File: src/rtl/ssm_cfg_pkg.sv
// constants and encodings for the chirp spread spectrum modem configuration block
`default_nettype none
package ssm_cfg_pkg;
  // register byte addresses
  localparam logic [11:0] ADDR_FRAME = 12'h000;
  localparam logic [11:0] ADDR_MOD   = 12'h004;
  localparam logic [11:0] ADDR_HDR   = 12'h008;
  localparam logic [11:0] ADDR_STAT  = 12'h00C;
  localparam logic [11:0] ADDR_RATE  = 12'h010;
  localparam logic [11:0] ADDR_HWORD = 12'h014;
  // frame kind codes
  localparam logic [1:0] FRAME_FSK    = 2'h0;
  localparam logic [1:0] FRAME_SPREAD = 2'h1;
  // modulation word fields
  localparam int MOD_SF_LSB   = 0;
  localparam int MOD_BW_LSB   = 4;
  localparam int MOD_CR_LSB   = 8;
  localparam int MOD_LOWRATE_BIT = 12;
  // header config word fields
  localparam int HDR_EXPL_BIT = 0;
  localparam int HDR_CRC_BIT  = 1;
  localparam int HDR_LEN_LSB  = 8;
  // status word fields
  localparam int ST_CHIPS_LSB = 0;
  localparam int ST_BITS_LSB  = 12;
  localparam int ST_DEN_LSB   = 16;
  localparam int ST_ZIF_BIT   = 20;
  localparam int ST_BW_LSB    = 21;
  // header word fields
  localparam int HW_LEN_LSB = 0;
  localparam int HW_CR_LSB  = 8;
  localparam int HW_CRC_BIT = 11;
  // legal ranges and reset values
  localparam logic [3:0] SF_MIN   = 4'h5;
  localparam logic [3:0] SF_MAX   = 4'hB;
  localparam logic [3:0] SF_RST   = 4'h7;
  localparam logic [3:0] BW_C125  = 4'h7;
  localparam logic [3:0] BW_C250  = 4'h8;
  localparam logic [3:0] BW_C500  = 4'h9;
  localparam logic [2:0] CR_MIN   = 3'h1;
  localparam logic [2:0] CR_MAX   = 3'h4;
  localparam logic [3:0] CR_BASE  = 4'h4;
  localparam logic [3:0] LOWRATE_DROP = 4'h2;
  localparam logic [7:0] LEN_RST  = 8'h00;
  // bandwidths, double sideband
  localparam logic [9:0]  BW_KHZ_125 = 10'h07D;
  localparam logic [9:0]  BW_KHZ_250 = 10'h0FA;
  localparam logic [9:0]  BW_KHZ_500 = 10'h1F4;
  localparam logic [19:0] BW_HZ_125  = 20'h1E848;
  localparam logic [19:0] BW_HZ_250  = 20'h3D090;
  localparam logic [19:0] BW_HZ_500  = 20'h7A120;
  // clock rate and cycles per chip
  localparam int CLK_HZ = 32'h0773_5940;
  localparam logic [15:0] CHIP_CYC_125 = 16'(CLK_HZ / BW_HZ_125);
  localparam logic [15:0] CHIP_CYC_250 = 16'(CLK_HZ / BW_HZ_250);
  localparam logic [15:0] CHIP_CYC_500 = 16'(CLK_HZ / BW_HZ_500);
  localparam logic [11:0] CHIPS_ONE = 12'h001;
endpackage
`default_nettype wire

File: src/rtl/spread_modem_cfg.sv
// apb configuration front end and symbol timer of the spread spectrum modem
`default_nettype none
module spread_modem_cfg (
  // clock and reset
  input  wire logic        i_ref_clk,
  input  wire logic        i_rst_n,
  // apb slave
  input  wire logic [11:0] i_paddr,
  input  wire logic        i_psel,
  input  wire logic        i_penable,
  input  wire logic        i_pwrite,
  input  wire logic [31:0] i_pwdata,
  input  wire logic [3:0]  i_pstrb,
  output logic      [31:0] o_prdata,
  output logic             o_pready,
  output logic             o_pslverr,
  // modem control
  input  wire logic        i_modem_run,
  output logic             o_spread_modem_en,
  output logic             o_fsk_modem_en,
  output logic             o_zero_if,
  output logic             o_digital_mix,
  output logic      [11:0] o_chips_per_symbol,
  output logic      [3:0]  o_bits_per_symbol,
  output logic      [9:0]  o_bw_dsb_khz,
  output logic      [19:0] o_symbol_rate,
  output logic      [3:0]  o_cr_denom,
  output logic             o_symbol_tick,
  // header
  output logic             o_header_present,
  output logic      [11:0] o_header_word
);
  logic [1:0]  frame_kind_q;
  logic [3:0]  sf_q;
  logic [3:0]  bw_q;
  logic [2:0]  cr_q;
  logic        low_rate_opt_q;
  logic        hdr_expl_q;
  logic        hdr_crc_q;
  logic [7:0]  hdr_len_q;
  logic [31:0] rdata_q;
  logic        err_q;
  logic [11:0] chips_d;
  logic [3:0]  bits_d;
  logic [9:0]  bwk_d;
  logic [19:0] rate_d;
  logic [15:0] chip_cyc_d;
  logic        zif_d;
  logic [3:0]  den_d;
  logic [15:0] chip_cnt_q;
  logic [11:0] chip_idx_q;
  logic [15:0] chip_cyc_q;
  logic [31:0] mod_word;
  logic [31:0] hdr_word;
  logic [31:0] frame_word;
  logic [31:0] mod_new;
  logic [31:0] hdr_new;
  logic [31:0] frame_new;
  logic        setup;
  logic        access;
  logic        do_write;
  logic        run;

  // byte-lane merge of a write into a register word
  function automatic logic [31:0] wmerge(input logic [31:0] old_w,
                                         input logic [31:0] new_w,
                                         input logic [3:0]  strb);
    logic [31:0] r;
    r = old_w;
    for (int i = 0; i < 4; i++) begin
      if (strb[i]) begin
        r[8*i +: 8] = new_w[8*i +: 8];
      end
    end
    return r;
  endfunction

  // legal modulation word: sf, bandwidth and coding rate in range
  function automatic logic mod_ok(input logic [31:0] w);
    logic [3:0] sf;
    logic [3:0] bw;
    logic [2:0] cr;
    sf = w[ssm_cfg_pkg::MOD_SF_LSB +: 4];
    bw = w[ssm_cfg_pkg::MOD_BW_LSB +: 4];
    cr = w[ssm_cfg_pkg::MOD_CR_LSB +: 3];
    return (sf >= ssm_cfg_pkg::SF_MIN) && (sf <= ssm_cfg_pkg::SF_MAX) &&
           (bw >= ssm_cfg_pkg::BW_C125) && (bw <= ssm_cfg_pkg::BW_C500) &&
           (cr >= ssm_cfg_pkg::CR_MIN) && (cr <= ssm_cfg_pkg::CR_MAX);
  endfunction

  function automatic logic frame_ok(input logic [31:0] w);
    return (w[1:0] == ssm_cfg_pkg::FRAME_FSK) || (w[1:0] == ssm_cfg_pkg::FRAME_SPREAD);
  endfunction

  chirp_param_decode u_decode (
    .i_spreading_factor     (sf_q),
    .i_chirp_bandwidth_code (bw_q),
    .i_coding_rate          (cr_q),
    .i_low_rate_optimize    (low_rate_opt_q),
    .o_chips_per_symbol     (chips_d),
    .o_bits_per_symbol      (bits_d),
    .o_bw_dsb_khz           (bwk_d),
    .o_symbol_rate          (rate_d),
    .o_chip_cycles          (chip_cyc_d),
    .o_zero_if              (zif_d),
    .o_cr_denom             (den_d)
  );

  assign setup  = i_psel && !i_penable;
  assign access = i_psel && i_penable;
  // zero wait states: decode happens in setup, answer in first access cycle
  assign o_pready  = access;
  assign o_prdata  = rdata_q;
  assign o_pslverr = err_q && access;
  assign do_write  = access && i_pwrite && !err_q;

  assign frame_word = {30'h0000_0000, frame_kind_q};
  assign mod_word = {19'h0_0000, low_rate_opt_q, 1'b0, cr_q, bw_q, sf_q};
  assign hdr_word = {16'h0000, hdr_len_q, 6'h00, hdr_crc_q, hdr_expl_q};
  assign mod_new   = wmerge(mod_word, i_pwdata, i_pstrb);
  assign hdr_new   = wmerge(hdr_word, i_pwdata, i_pstrb);
  assign frame_new = wmerge(frame_word, i_pwdata, i_pstrb);

  // read data and error are captured in setup; request is held stable after
  always_ff @(posedge i_ref_clk or negedge i_rst_n) begin
    if (!i_rst_n) begin
      rdata_q <= 32'h0000_0000;
      err_q   <= 1'b0;
    end else if (setup) begin
      rdata_q <= 32'h0000_0000;
      err_q   <= 1'b0;
      if (i_paddr == ssm_cfg_pkg::ADDR_FRAME) begin
        rdata_q <= frame_word;
        err_q   <= i_pwrite && !frame_ok(frame_new);
      end else if (i_paddr == ssm_cfg_pkg::ADDR_MOD) begin
        rdata_q <= mod_word;
        // refused while fsk frame kind is selected
        err_q   <= i_pwrite && ((frame_kind_q != ssm_cfg_pkg::FRAME_SPREAD) ||
                                !mod_ok(mod_new));
      end else if (i_paddr == ssm_cfg_pkg::ADDR_HDR) begin
        rdata_q <= hdr_word;
      end else if (i_paddr == ssm_cfg_pkg::ADDR_STAT) begin
        rdata_q[ssm_cfg_pkg::ST_CHIPS_LSB +: 12] <= o_chips_per_symbol;
        rdata_q[ssm_cfg_pkg::ST_BITS_LSB +: 4]   <= o_bits_per_symbol;
        rdata_q[ssm_cfg_pkg::ST_DEN_LSB +: 4]    <= o_cr_denom;
        rdata_q[ssm_cfg_pkg::ST_ZIF_BIT]         <= o_zero_if;
        rdata_q[ssm_cfg_pkg::ST_BW_LSB +: 10]    <= o_bw_dsb_khz;
        err_q <= i_pwrite;
      end else if (i_paddr == ssm_cfg_pkg::ADDR_RATE) begin
        rdata_q <= {12'h000, o_symbol_rate};
        err_q   <= i_pwrite;
      end else if (i_paddr == ssm_cfg_pkg::ADDR_HWORD) begin
        rdata_q <= {19'h0_0000, o_header_present, o_header_word};
        err_q   <= i_pwrite;
      end else begin
        err_q <= 1'b1;
      end
    end
  end

  // frame kind register
  always_ff @(posedge i_ref_clk or negedge i_rst_n) begin
    if (!i_rst_n) begin
      frame_kind_q <= ssm_cfg_pkg::FRAME_FSK;
    end else if (do_write && i_paddr == ssm_cfg_pkg::ADDR_FRAME) begin
      frame_kind_q <= frame_new[1:0];
    end
  end

  // modulation parameters, kept while fsk is selected
  always_ff @(posedge i_ref_clk or negedge i_rst_n) begin
    if (!i_rst_n) begin
      sf_q   <= ssm_cfg_pkg::SF_RST;
      bw_q   <= ssm_cfg_pkg::BW_C125;
      cr_q   <= ssm_cfg_pkg::CR_MIN;
      low_rate_opt_q <= 1'b0;
    end else if (do_write && i_paddr == ssm_cfg_pkg::ADDR_MOD) begin
      sf_q   <= mod_new[ssm_cfg_pkg::MOD_SF_LSB +: 4];
      bw_q   <= mod_new[ssm_cfg_pkg::MOD_BW_LSB +: 4];
      cr_q   <= mod_new[ssm_cfg_pkg::MOD_CR_LSB +: 3];
      low_rate_opt_q <= mod_new[ssm_cfg_pkg::MOD_LOWRATE_BIT];
    end
  end

  // header config; no sf restriction on either header mode
  always_ff @(posedge i_ref_clk or negedge i_rst_n) begin
    if (!i_rst_n) begin
      hdr_expl_q <= 1'b1;
      hdr_crc_q  <= 1'b0;
      hdr_len_q  <= ssm_cfg_pkg::LEN_RST;
    end else if (do_write && i_paddr == ssm_cfg_pkg::ADDR_HDR) begin
      hdr_expl_q <= hdr_new[ssm_cfg_pkg::HDR_EXPL_BIT];
      hdr_crc_q  <= hdr_new[ssm_cfg_pkg::HDR_CRC_BIT];
      hdr_len_q  <= hdr_new[ssm_cfg_pkg::HDR_LEN_LSB +: 8];
    end
  end

  // modem engine and frame format follow the frame kind
  always_ff @(posedge i_ref_clk or negedge i_rst_n) begin
    if (!i_rst_n) begin
      o_spread_modem_en <= 1'b0;
      o_fsk_modem_en    <= 1'b1;
    end else begin
      o_spread_modem_en <= (frame_kind_q == ssm_cfg_pkg::FRAME_SPREAD);
      o_fsk_modem_en    <= (frame_kind_q == ssm_cfg_pkg::FRAME_FSK);
    end
  end

  // registered decode outputs
  always_ff @(posedge i_ref_clk or negedge i_rst_n) begin
    if (!i_rst_n) begin
      o_chips_per_symbol <= 12'h000;
      o_bits_per_symbol  <= 4'h0;
      o_bw_dsb_khz       <= 10'h000;
      o_symbol_rate      <= 20'h0_0000;
      o_cr_denom         <= 4'h0;
      o_zero_if          <= 1'b0;
      o_digital_mix      <= 1'b0;
      chip_cyc_q         <= ssm_cfg_pkg::CHIP_CYC_125;
    end else begin
      o_chips_per_symbol <= chips_d;
      o_bits_per_symbol  <= bits_d;
      o_bw_dsb_khz       <= bwk_d;
      o_symbol_rate      <= rate_d;
      o_cr_denom         <= den_d;
      o_zero_if          <= zif_d;
      o_digital_mix      <= !zif_d;
      chip_cyc_q         <= chip_cyc_d;
    end
  end

  // header word carries the transmit coding rate only in explicit mode
  always_ff @(posedge i_ref_clk or negedge i_rst_n) begin
    if (!i_rst_n) begin
      o_header_present <= 1'b0;
      o_header_word    <= 12'h000;
    end else begin
      o_header_present <= hdr_expl_q && o_spread_modem_en;
      o_header_word    <= 12'h000;
      if (hdr_expl_q) begin
        o_header_word[ssm_cfg_pkg::HW_LEN_LSB +: 8] <= hdr_len_q;
        o_header_word[ssm_cfg_pkg::HW_CR_LSB +: 3]  <= cr_q;
        o_header_word[ssm_cfg_pkg::HW_CRC_BIT]      <= hdr_crc_q;
      end
    end
  end

  // symbol timer: one chip per 1/bw, 2^sf chips per symbol
  assign run = o_spread_modem_en && i_modem_run;

  // >= compare so a parameter change mid-symbol cannot overrun the count
  always_ff @(posedge i_ref_clk or negedge i_rst_n) begin
    if (!i_rst_n) begin
      chip_cnt_q    <= 16'h0000;
      chip_idx_q    <= 12'h000;
      o_symbol_tick <= 1'b0;
    end else if (!run) begin
      chip_cnt_q    <= 16'h0000;
      chip_idx_q    <= 12'h000;
      o_symbol_tick <= 1'b0;
    end else begin
      o_symbol_tick <= 1'b0;
      if (chip_cnt_q >= 16'(chip_cyc_q - 16'h0001)) begin
        chip_cnt_q <= 16'h0000;
        if (chip_idx_q >= 12'(o_chips_per_symbol - ssm_cfg_pkg::CHIPS_ONE)) begin
          chip_idx_q    <= 12'h000;
          o_symbol_tick <= 1'b1;
        end else begin
          chip_idx_q <= 12'(chip_idx_q + 12'h001);
        end
      end else begin
        chip_cnt_q <= 16'(chip_cnt_q + 16'h0001);
      end
    end
  end
endmodule
`default_nettype wire

File: src/rtl/chirp_param_decode.sv
// combinational decode of spread spectrum modulation parameters
`default_nettype none
module chirp_param_decode (
  // programmed parameters
  input  wire logic [3:0]  i_spreading_factor,
  input  wire logic [3:0]  i_chirp_bandwidth_code,
  input  wire logic [2:0]  i_coding_rate,
  input  wire logic        i_low_rate_optimize,
  // decoded values
  output logic      [11:0] o_chips_per_symbol,
  output logic      [3:0]  o_bits_per_symbol,
  output logic      [9:0]  o_bw_dsb_khz,
  output logic      [19:0] o_symbol_rate,
  output logic      [15:0] o_chip_cycles,
  output logic             o_zero_if,
  output logic      [3:0]  o_cr_denom
);
  logic [19:0] bw_hz;

  always_comb begin
    // bandwidth value is the full double sideband width
    case (i_chirp_bandwidth_code)
      ssm_cfg_pkg::BW_C250: begin
        o_bw_dsb_khz  = ssm_cfg_pkg::BW_KHZ_250;
        bw_hz         = ssm_cfg_pkg::BW_HZ_250;
        o_chip_cycles = ssm_cfg_pkg::CHIP_CYC_250;
      end
      ssm_cfg_pkg::BW_C500: begin
        o_bw_dsb_khz  = ssm_cfg_pkg::BW_KHZ_500;
        bw_hz         = ssm_cfg_pkg::BW_HZ_500;
        o_chip_cycles = ssm_cfg_pkg::CHIP_CYC_500;
      end
      default: begin
        o_bw_dsb_khz  = ssm_cfg_pkg::BW_KHZ_125;
        bw_hz         = ssm_cfg_pkg::BW_HZ_125;
        o_chip_cycles = ssm_cfg_pkg::CHIP_CYC_125;
      end
    endcase
  end

  // only the widest setting skips the digital second mix
  assign o_zero_if = (i_chirp_bandwidth_code == ssm_cfg_pkg::BW_C500);
  assign o_chips_per_symbol = ssm_cfg_pkg::CHIPS_ONE << i_spreading_factor;
  assign o_symbol_rate = bw_hz >> i_spreading_factor;
  assign o_bits_per_symbol = i_low_rate_optimize ?
                             4'(i_spreading_factor - ssm_cfg_pkg::LOWRATE_DROP) :
                             i_spreading_factor;
  assign o_cr_denom = ssm_cfg_pkg::CR_BASE + {1'b0, i_coding_rate};
endmodule
`default_nettype wire

File: config.mk
export PLATFORM = sky130hd
export DESIGN_NAME = spread_modem_cfg
export DESIGN_NICKNAME = d
export VERILOG_FILES = /design/src/rtl/ssm_cfg_pkg.sv /design/src/rtl/spread_modem_cfg.sv /design/src/rtl/chirp_param_decode.sv
export SDC_FILE = /design/constraint.sdc
export NUM_CORES = 1
export LEC_CHECK = 0
export BUFFER_PORTS_ARGS = -buffer_cell sky130_fd_sc_hd__buf_4
export CAP_MARGIN = 10
export CORE_ASPECT_RATIO = 1.5
export CORE_UTILIZATION = 50
export CTS_BUF_LIST = sky130_fd_sc_hd__clkbuf_8
export CTS_CLUSTER_DIAMETER = 50
export DETAILED_ROUTE_END_ITERATION = 10
export GPL_ROUTABILITY_DRIVEN = 0
export PLACE_DENSITY = 0.72
export SYNTH_ARGS = -nofsm -noshare
export SYNTH_HDL_FRONTEND = slang
export SYNTH_HIERARCHICAL = 1
export SYNTH_SLANG_ARGS = --single-unit
File: constraint.sdc
create_clock -name i_ref_clk -period 4.5 [get_ports i_ref_clk]
set_clock_uncertainty 0.15 [all_clocks]
set_input_delay 0.675 -clock i_ref_clk [delete_from_list [all_inputs] [get_ports i_ref_clk]]
set_output_delay 0.675 -clock i_ref_clk [all_outputs]
set_load 0.01 [all_outputs]
### Yosys cells after proc, flatten, opt, wreduce, memory -nomap -nowiden

Index checks and enable logic that the tools add are counted.

* flip-flop bits (word level): 169
* bits of input ports: 54
* output and inout bits: 102
* logic and storage cells: 111

* add/sub/neg operators: 6
* order comparisons: 8
* equality and inequality tests: 11
* shift-type cells: 2
* mux-type cells: 29
* reductions and logical operators: 30

Operators with widths (number)
* 32-bit 2-to-1 mux: 3
* 12-bit 2-to-1 mux: 4
* 19-bit case mux with 2 select lines: 1
* 16-bit 2-to-1 mux: 2
* 31-bit 2-to-1 mux: 1
* 12-bit by 4-bit == test with 1-bit output, second input constant: 2
* 12-bit by 5-bit == test with 1-bit output, second input constant: 2
* 20-bit 2-to-1 mux: 1
* 10-bit case mux with 2 select lines: 1
* 19-bit by 4-bit right shift with 20-bit output: 1
* 9-bit case mux with 2 select lines: 1
* 1-bit logical AND: 17
* 16-bit by 1-bit adder with 16-bit output, second input constant: 1
* 16-bit greater-or-equal comparator: 1
* 16-bit by 1-bit subtractor with 16-bit output, second input constant: 1
* 13-bit 2-to-1 mux: 1
* 12-bit by 1-bit adder with 12-bit output, second input constant: 1
* 12-bit by 3-bit == test with 1-bit output, second input constant: 1
* 12-bit greater-or-equal comparator: 1
* 12-bit logical NOT: 1
* 1-bit by 4-bit << shifter with 12-bit output, first input constant: 1
* 12-bit by 1-bit subtractor with 12-bit output, second input constant: 1
* 1-bit 2-to-1 mux: 10
* 4-bit == test, second input constant: 2
* other kinds (16): 28

### Logic depth before layout (Yosys ltp)

* depth after elaboration: 12
* depth in mapped cells: 15
* mapped depth without buffers: 14

### Cells and area by module

The synthesis kept the hierarchy.

By module, submodules not included
* spread_modem_cfg: times used 1, cells an instance 697, area an instance 7642.3 µm²
* chirp_param_decode: times used 1, cells an instance 210, area an instance 1270.0 µm²

### Worst setup path after synthesis

OpenSTA, ideal clock, no wires.

* kind: register -> register
* start point: reg chip_cyc_q[0]
* end point: reg chip_cnt_q[10]
* arrival: 3.359 ns
* data required time: 4.218 ns
* path slack: 0.860 ns
* cell stages (with the launch flop): 16
* buffers on the path: 2
* period minus slack after synthesis: 3.640 ns
* path through: dfrtp_1 -> inv_1 -> ha_1 -> nand2_1 -> or3_1 -> or4_1 -> nor4_1 -> xnor2_1 -> ha_1 -> nand4_1 -> a31oi_1 -> nor4_1 -> a31oi_1 -> clkbuf_1 -> clkbuf_1 -> nor2_1

* word-level cells in the longest chain between the ends: 4

Ends and longest elaborated chain
* start, declared: line spread_modem_cfg.sv:52 `logic [15:0] chip_cyc_q;`
* start signal, assigned: line spread_modem_cfg.sv:219 `chip_cyc_q <= ssm_cfg_pkg::CHIP_CYC_125;`
* start signal, assigned: line spread_modem_cfg.sv:228 `chip_cyc_q <= chip_cyc_d;`
* 16-bit by 1-bit subtractor with 16-bit output: line spread_modem_cfg.sv:263 `if (chip_cnt_q >= 16'(chip_cyc_q - 16'h0001)) begin`
* 16-bit greater-or-equal comparator: line spread_modem_cfg.sv:263
* 16-bit 2-to-1 mux: line spread_modem_cfg.sv:263
* 16-bit 2-to-1 mux: line spread_modem_cfg.sv:257 `end else if (!run) begin`
* end signal, assigned: line spread_modem_cfg.sv:272 `chip_cnt_q <= 16'(chip_cnt_q + 16'h0001);`
* end, declared: line spread_modem_cfg.sv:50 `logic [15:0] chip_cnt_q;`

Every way passes these cells.
A chain may end at the register's enable or synchronous reset.

### Worst setup path after layout

* start point: reg chip_cyc_q[0]
* end point: reg chip_idx_q[2]

* word-level cells in the longest chain between the ends: 3

Ends and longest elaborated chain
* 16-bit by 1-bit subtractor with 16-bit output: line spread_modem_cfg.sv:263
* 16-bit greater-or-equal comparator: line spread_modem_cfg.sv:263
* 2-bit by 1-bit inequality test with 1-bit output (no source line)
* end signal, assigned: line spread_modem_cfg.sv:269 `chip_idx_q <= 12'(chip_idx_q + 12'h001);`
* end, declared: line spread_modem_cfg.sv:51 `logic [11:0] chip_idx_q;`

Every way passes these cells.

==> impl_metrics.env <==
export IMPL_status="complete, but fails checks"
export IMPL_violations="design-rule violations"
export IMPL_gr_total_overflow=0
export IMPL_grt_use_met1_pct=30.8
export IMPL_synth_cells=907
export IMPL_synth_seq_area_share_pct=47.4
export IMPL_ys_ff_latch=168
export IMPL_timing_fmax_ghz=0.247
export IMPL_crit_path_top_delay_cell="a31oi_1"
export IMPL_postCtsSetupBuffers=0
export IMPL_first_iter_violations=465
export IMPL_p_leak_nw=4.88
export IMPL_synth_area_mm2=0.00891
export IMPL_ant_nets=0
export IMPL_clk_latency_ps=460
export IMPL_placed_cells=1205
export IMPL_top_level_ports=156
export IMPL_dieArea_mm2=0.0184
export IMPL_worst_slack_ps=458
export IMPL_wl_per_cell_um=19.5
export IMPL_finalSetupViolations=0
export IMPL_yosys_most_used_dff="dfrtp_1"
export IMPL_clock_path_buffers=2
export IMPL_hold_violations=0
export IMPL_cts_buffers=17
export IMPL_rows=59
export IMPL_placed_cell_area_mm2=0.00992
export IMPL_yosys_area_top_type_share_pct=43.0
export IMPL_initial_core_util_pct=51.2
export IMPL_stdcell_count=1237
export IMPL_grt_setup_unrepaired="no"
export IMPL_synth_most_common_cell="dfrtp_1"
export IMPL_cp_end_kind="register"
export IMPL_grt_met3_usage_pct=3.98
export IMPL_io_buffers=136
export IMPL_synth_edf_count=0
export IMPL_ctsHtreeMaxLevel=4
export IMPL_cts_repair_resize_count=0
export IMPL_via_per_inst=5.95
export IMPL_die_h_um=166
export IMPL_finalCritPeriodShare_pct=89.8
export IMPL_power_mw=3.00
export IMPL_clock_sinks=168
export IMPL_ys_top_cells_by_count="153 x dfrtp_1, 82 x nor2_1, 72 x nand2_1"
export IMPL_p_per_area_mw_per_mm2=287
export IMPL_worst_pin_slew_ps=1060
export IMPL_root_buffer="clkbuf_8"
export IMPL_ctsHoldBuffers=0
export IMPL_num_vias=7362
export IMPL_yosysUniqueCellTypes=75
export IMPL_critical_path_required_ps=4700
export IMPL_dpl_hpwl_um=17700
export IMPL_die_w_um=111
export IMPL_grtUsageMet2_pct=46.8
export IMPL_grt_util_all_layers_pct=26.6
export IMPL_ys_warn_count=6
export IMPL_cp_start_kind="register"
export IMPL_drt_wl_total_um=24100
export IMPL_drc=8
export IMPL_final_area_mm2=0.0104
export IMPL_slew_headroom_pct=29.6
export IMPL_syn_area_per_cell_um2=9.83
export IMPL_clk_pin_slew_ps=90
export IMPL_busiest_layer="met2"
export IMPL_yosysTopAreaCell="dfrtp_1"
export IMPL_grt_max_degree=85
export IMPL_ir_drop_mv=0.200
export IMPL_diodes=0
export IMPL_syn_to_final_growth_pct=17.1
export IMPL_path_cells="inv_1 -> ha_1 -> nand2_1 -> or3_1 -> or4_1 -> nor4_1 -> xnor2_1 -> ha_1 -> nand4_1 -> a31oi_1 -> nor4_1 -> a31oi_1 -> o21ai_0 -> a22o_1"
export IMPL_antenna_found_initial=0
export IMPL_asyncSetResetFlopFracSynth_pct=100
export IMPL_cap_violations=0
export IMPL_cts_tree="done"
export IMPL_cpPeakStageDelay_ps=570
export IMPL_grt_pass1_vias=7110
export IMPL_crit_buf_inv=1
export IMPL_period_needed_ps=4040
export IMPL_critPathArrivalTime_ps=4240
export IMPL_coreArea_mm2=0.0174
export IMPL_worstSetupPathType="register to register"
export IMPL_drive_above_1_share_pct=22.7
export IMPL_cp_max_fo=9
export IMPL_maxSlewViolCount=0
export IMPL_finalNetCount=1098
export IMPL_drt_first_pass_iters=8
export IMPL_tns_ps=0
export IMPL_dp_slack_ps=533
export IMPL_synthTopCellsByArea="dfrtp_1 43%, ha_1 4.6%, dfstp_2 4.4%"
export IMPL_hp_class="primary input to async pin"
export IMPL_cp_top_family="simple AND/OR/NAND/NOR gates"
export IMPL_grt_pass1_wl_um=37500
[area by class of cell]
class                      count  area [um2]
fill                        1508        6990
clock buffer                  18         248
clock inverter                14         260
timing repair buffer         146        1100
tap                          213         267
sequential                   168        4220
inverter                      22        82.6
multi-input combinational    656        4250
[sequential cells by signal, indices dropped and copies added, names as in the netlist, 3 cells and up, named ones only]
register	count
bw_q	4
chip_cnt_q	16
chip_cyc_q	16
chip_idx_q	12
cr_q	3
hdr_len_q	8
o_bits_per_symbol	4
o_bw_dsb_khz	10
o_chips_per_symbol	12
o_cr_denom	4
o_header_word	12
o_prdata	31
o_symbol_rate	20
sf_q	4
[layout by cell type, fill, tap and decap left out, types with 4 or more instances in the layout]
master     synthesis  layout
o32ai_1            4       4
and2_1            17      17
mux2_2            25      25
a22oi_1           14      14
a21boi_0           4       4
a21oi_1           44      44
a211o_1            4       4
nor4_1             7       7
o31ai_1            5       5
or3_1              7       7
nor3_1            23      23
buf_4             29     145
mux2i_1           16      16
a221o_1            4       4
nor2b_1           18      18
o21ai_0           50      50
a211oi_1          10      10
ha_1              33      33
o22ai_1            8       8
xnor2_1           23      23
and3_1            18      18
xor2_1            17      17
bufinv_16          0       6
inv_1             21      21
dfrtp_1          153     153
or4_1              5       5
a22o_1            10      10
nand4_1            7       7
dfstp_2           15      15
nand2_1           72      72
nand2b_1          16      16
conb_1             3      16
nor2_1            82      82
clkbuf_8           0      18
nand3_1           33      33
o211ai_1           7       7
[power by group]
group	total (mW)	internal (mW)	switching, mW
clock network	1.35	0.747	0.598
registers	1.52	1.52	0.00524
logic	0.130	0.0469	0.0833
total	3.00	2.31	0.687
[final timing paths]
kind	slack, ps	depth (start not counted)	end	from
max reg2reg	460	14	chip_idx_q[2]$_DFFE_PN0P_	chip_cyc_q[0]$_DFF_PN0_
max in group asynchronous	3120	2	sf_q[1]$_DFFE_PN1P_	i_rst_n
max	460	14	chip_idx_q[2]$_DFFE_PN0P_	chip_cyc_q[0]$_DFF_PN0_
min	90	1	chip_idx_q[3]$_DFFE_PN0P_	i_rst_n
min reg2reg	280	0	o_cr_denom[3]$_DFF_PN0_	cr_q[2]$_DFFE_PN0P_
min in group i_ref_clk	280	0	o_cr_denom[3]$_DFF_PN0_	cr_q[2]$_DFFE_PN0P_
[routing by layer]
| layer | vias up | routed length (um) |
|---|---|---|
| li1 | 3406 | - |
| met1 | 3624 | 9130 |
| met2 | 261 | 12500 |
| met3 | 71 | 1310 |
| met4 | 0 | 1170 |
| met5 | - | 0 |
[cells by family after synthesis]
kind of cell | after synthesis | share of synthesized area [%]
AND/OR/NAND/NOR | 326 | 18.6
adder cells (fa/ha/maj) | 34 | 4.76
AO/OA/AOI/OAI | 199 | 14.8
XOR/XNOR | 40 | 3.93
other | 3 | 0.126
buffers and inverters | 96 | 5.45
multiplexers | 41 | 4.96
flip-flops | 168 | 47.4
[stage by stage]
step / utilization [%] / hold slack, ps
2_1_floorplan: - / 229
6_report: 59.9 / 91.8
3_5_place_dp: 57.0 / 257
4_1_cts: 59.9 / 121
5_1_grt: 59.9 / 154
3_3_place_gp: 57.0 / 265
(Power assumes the default switching activity.)
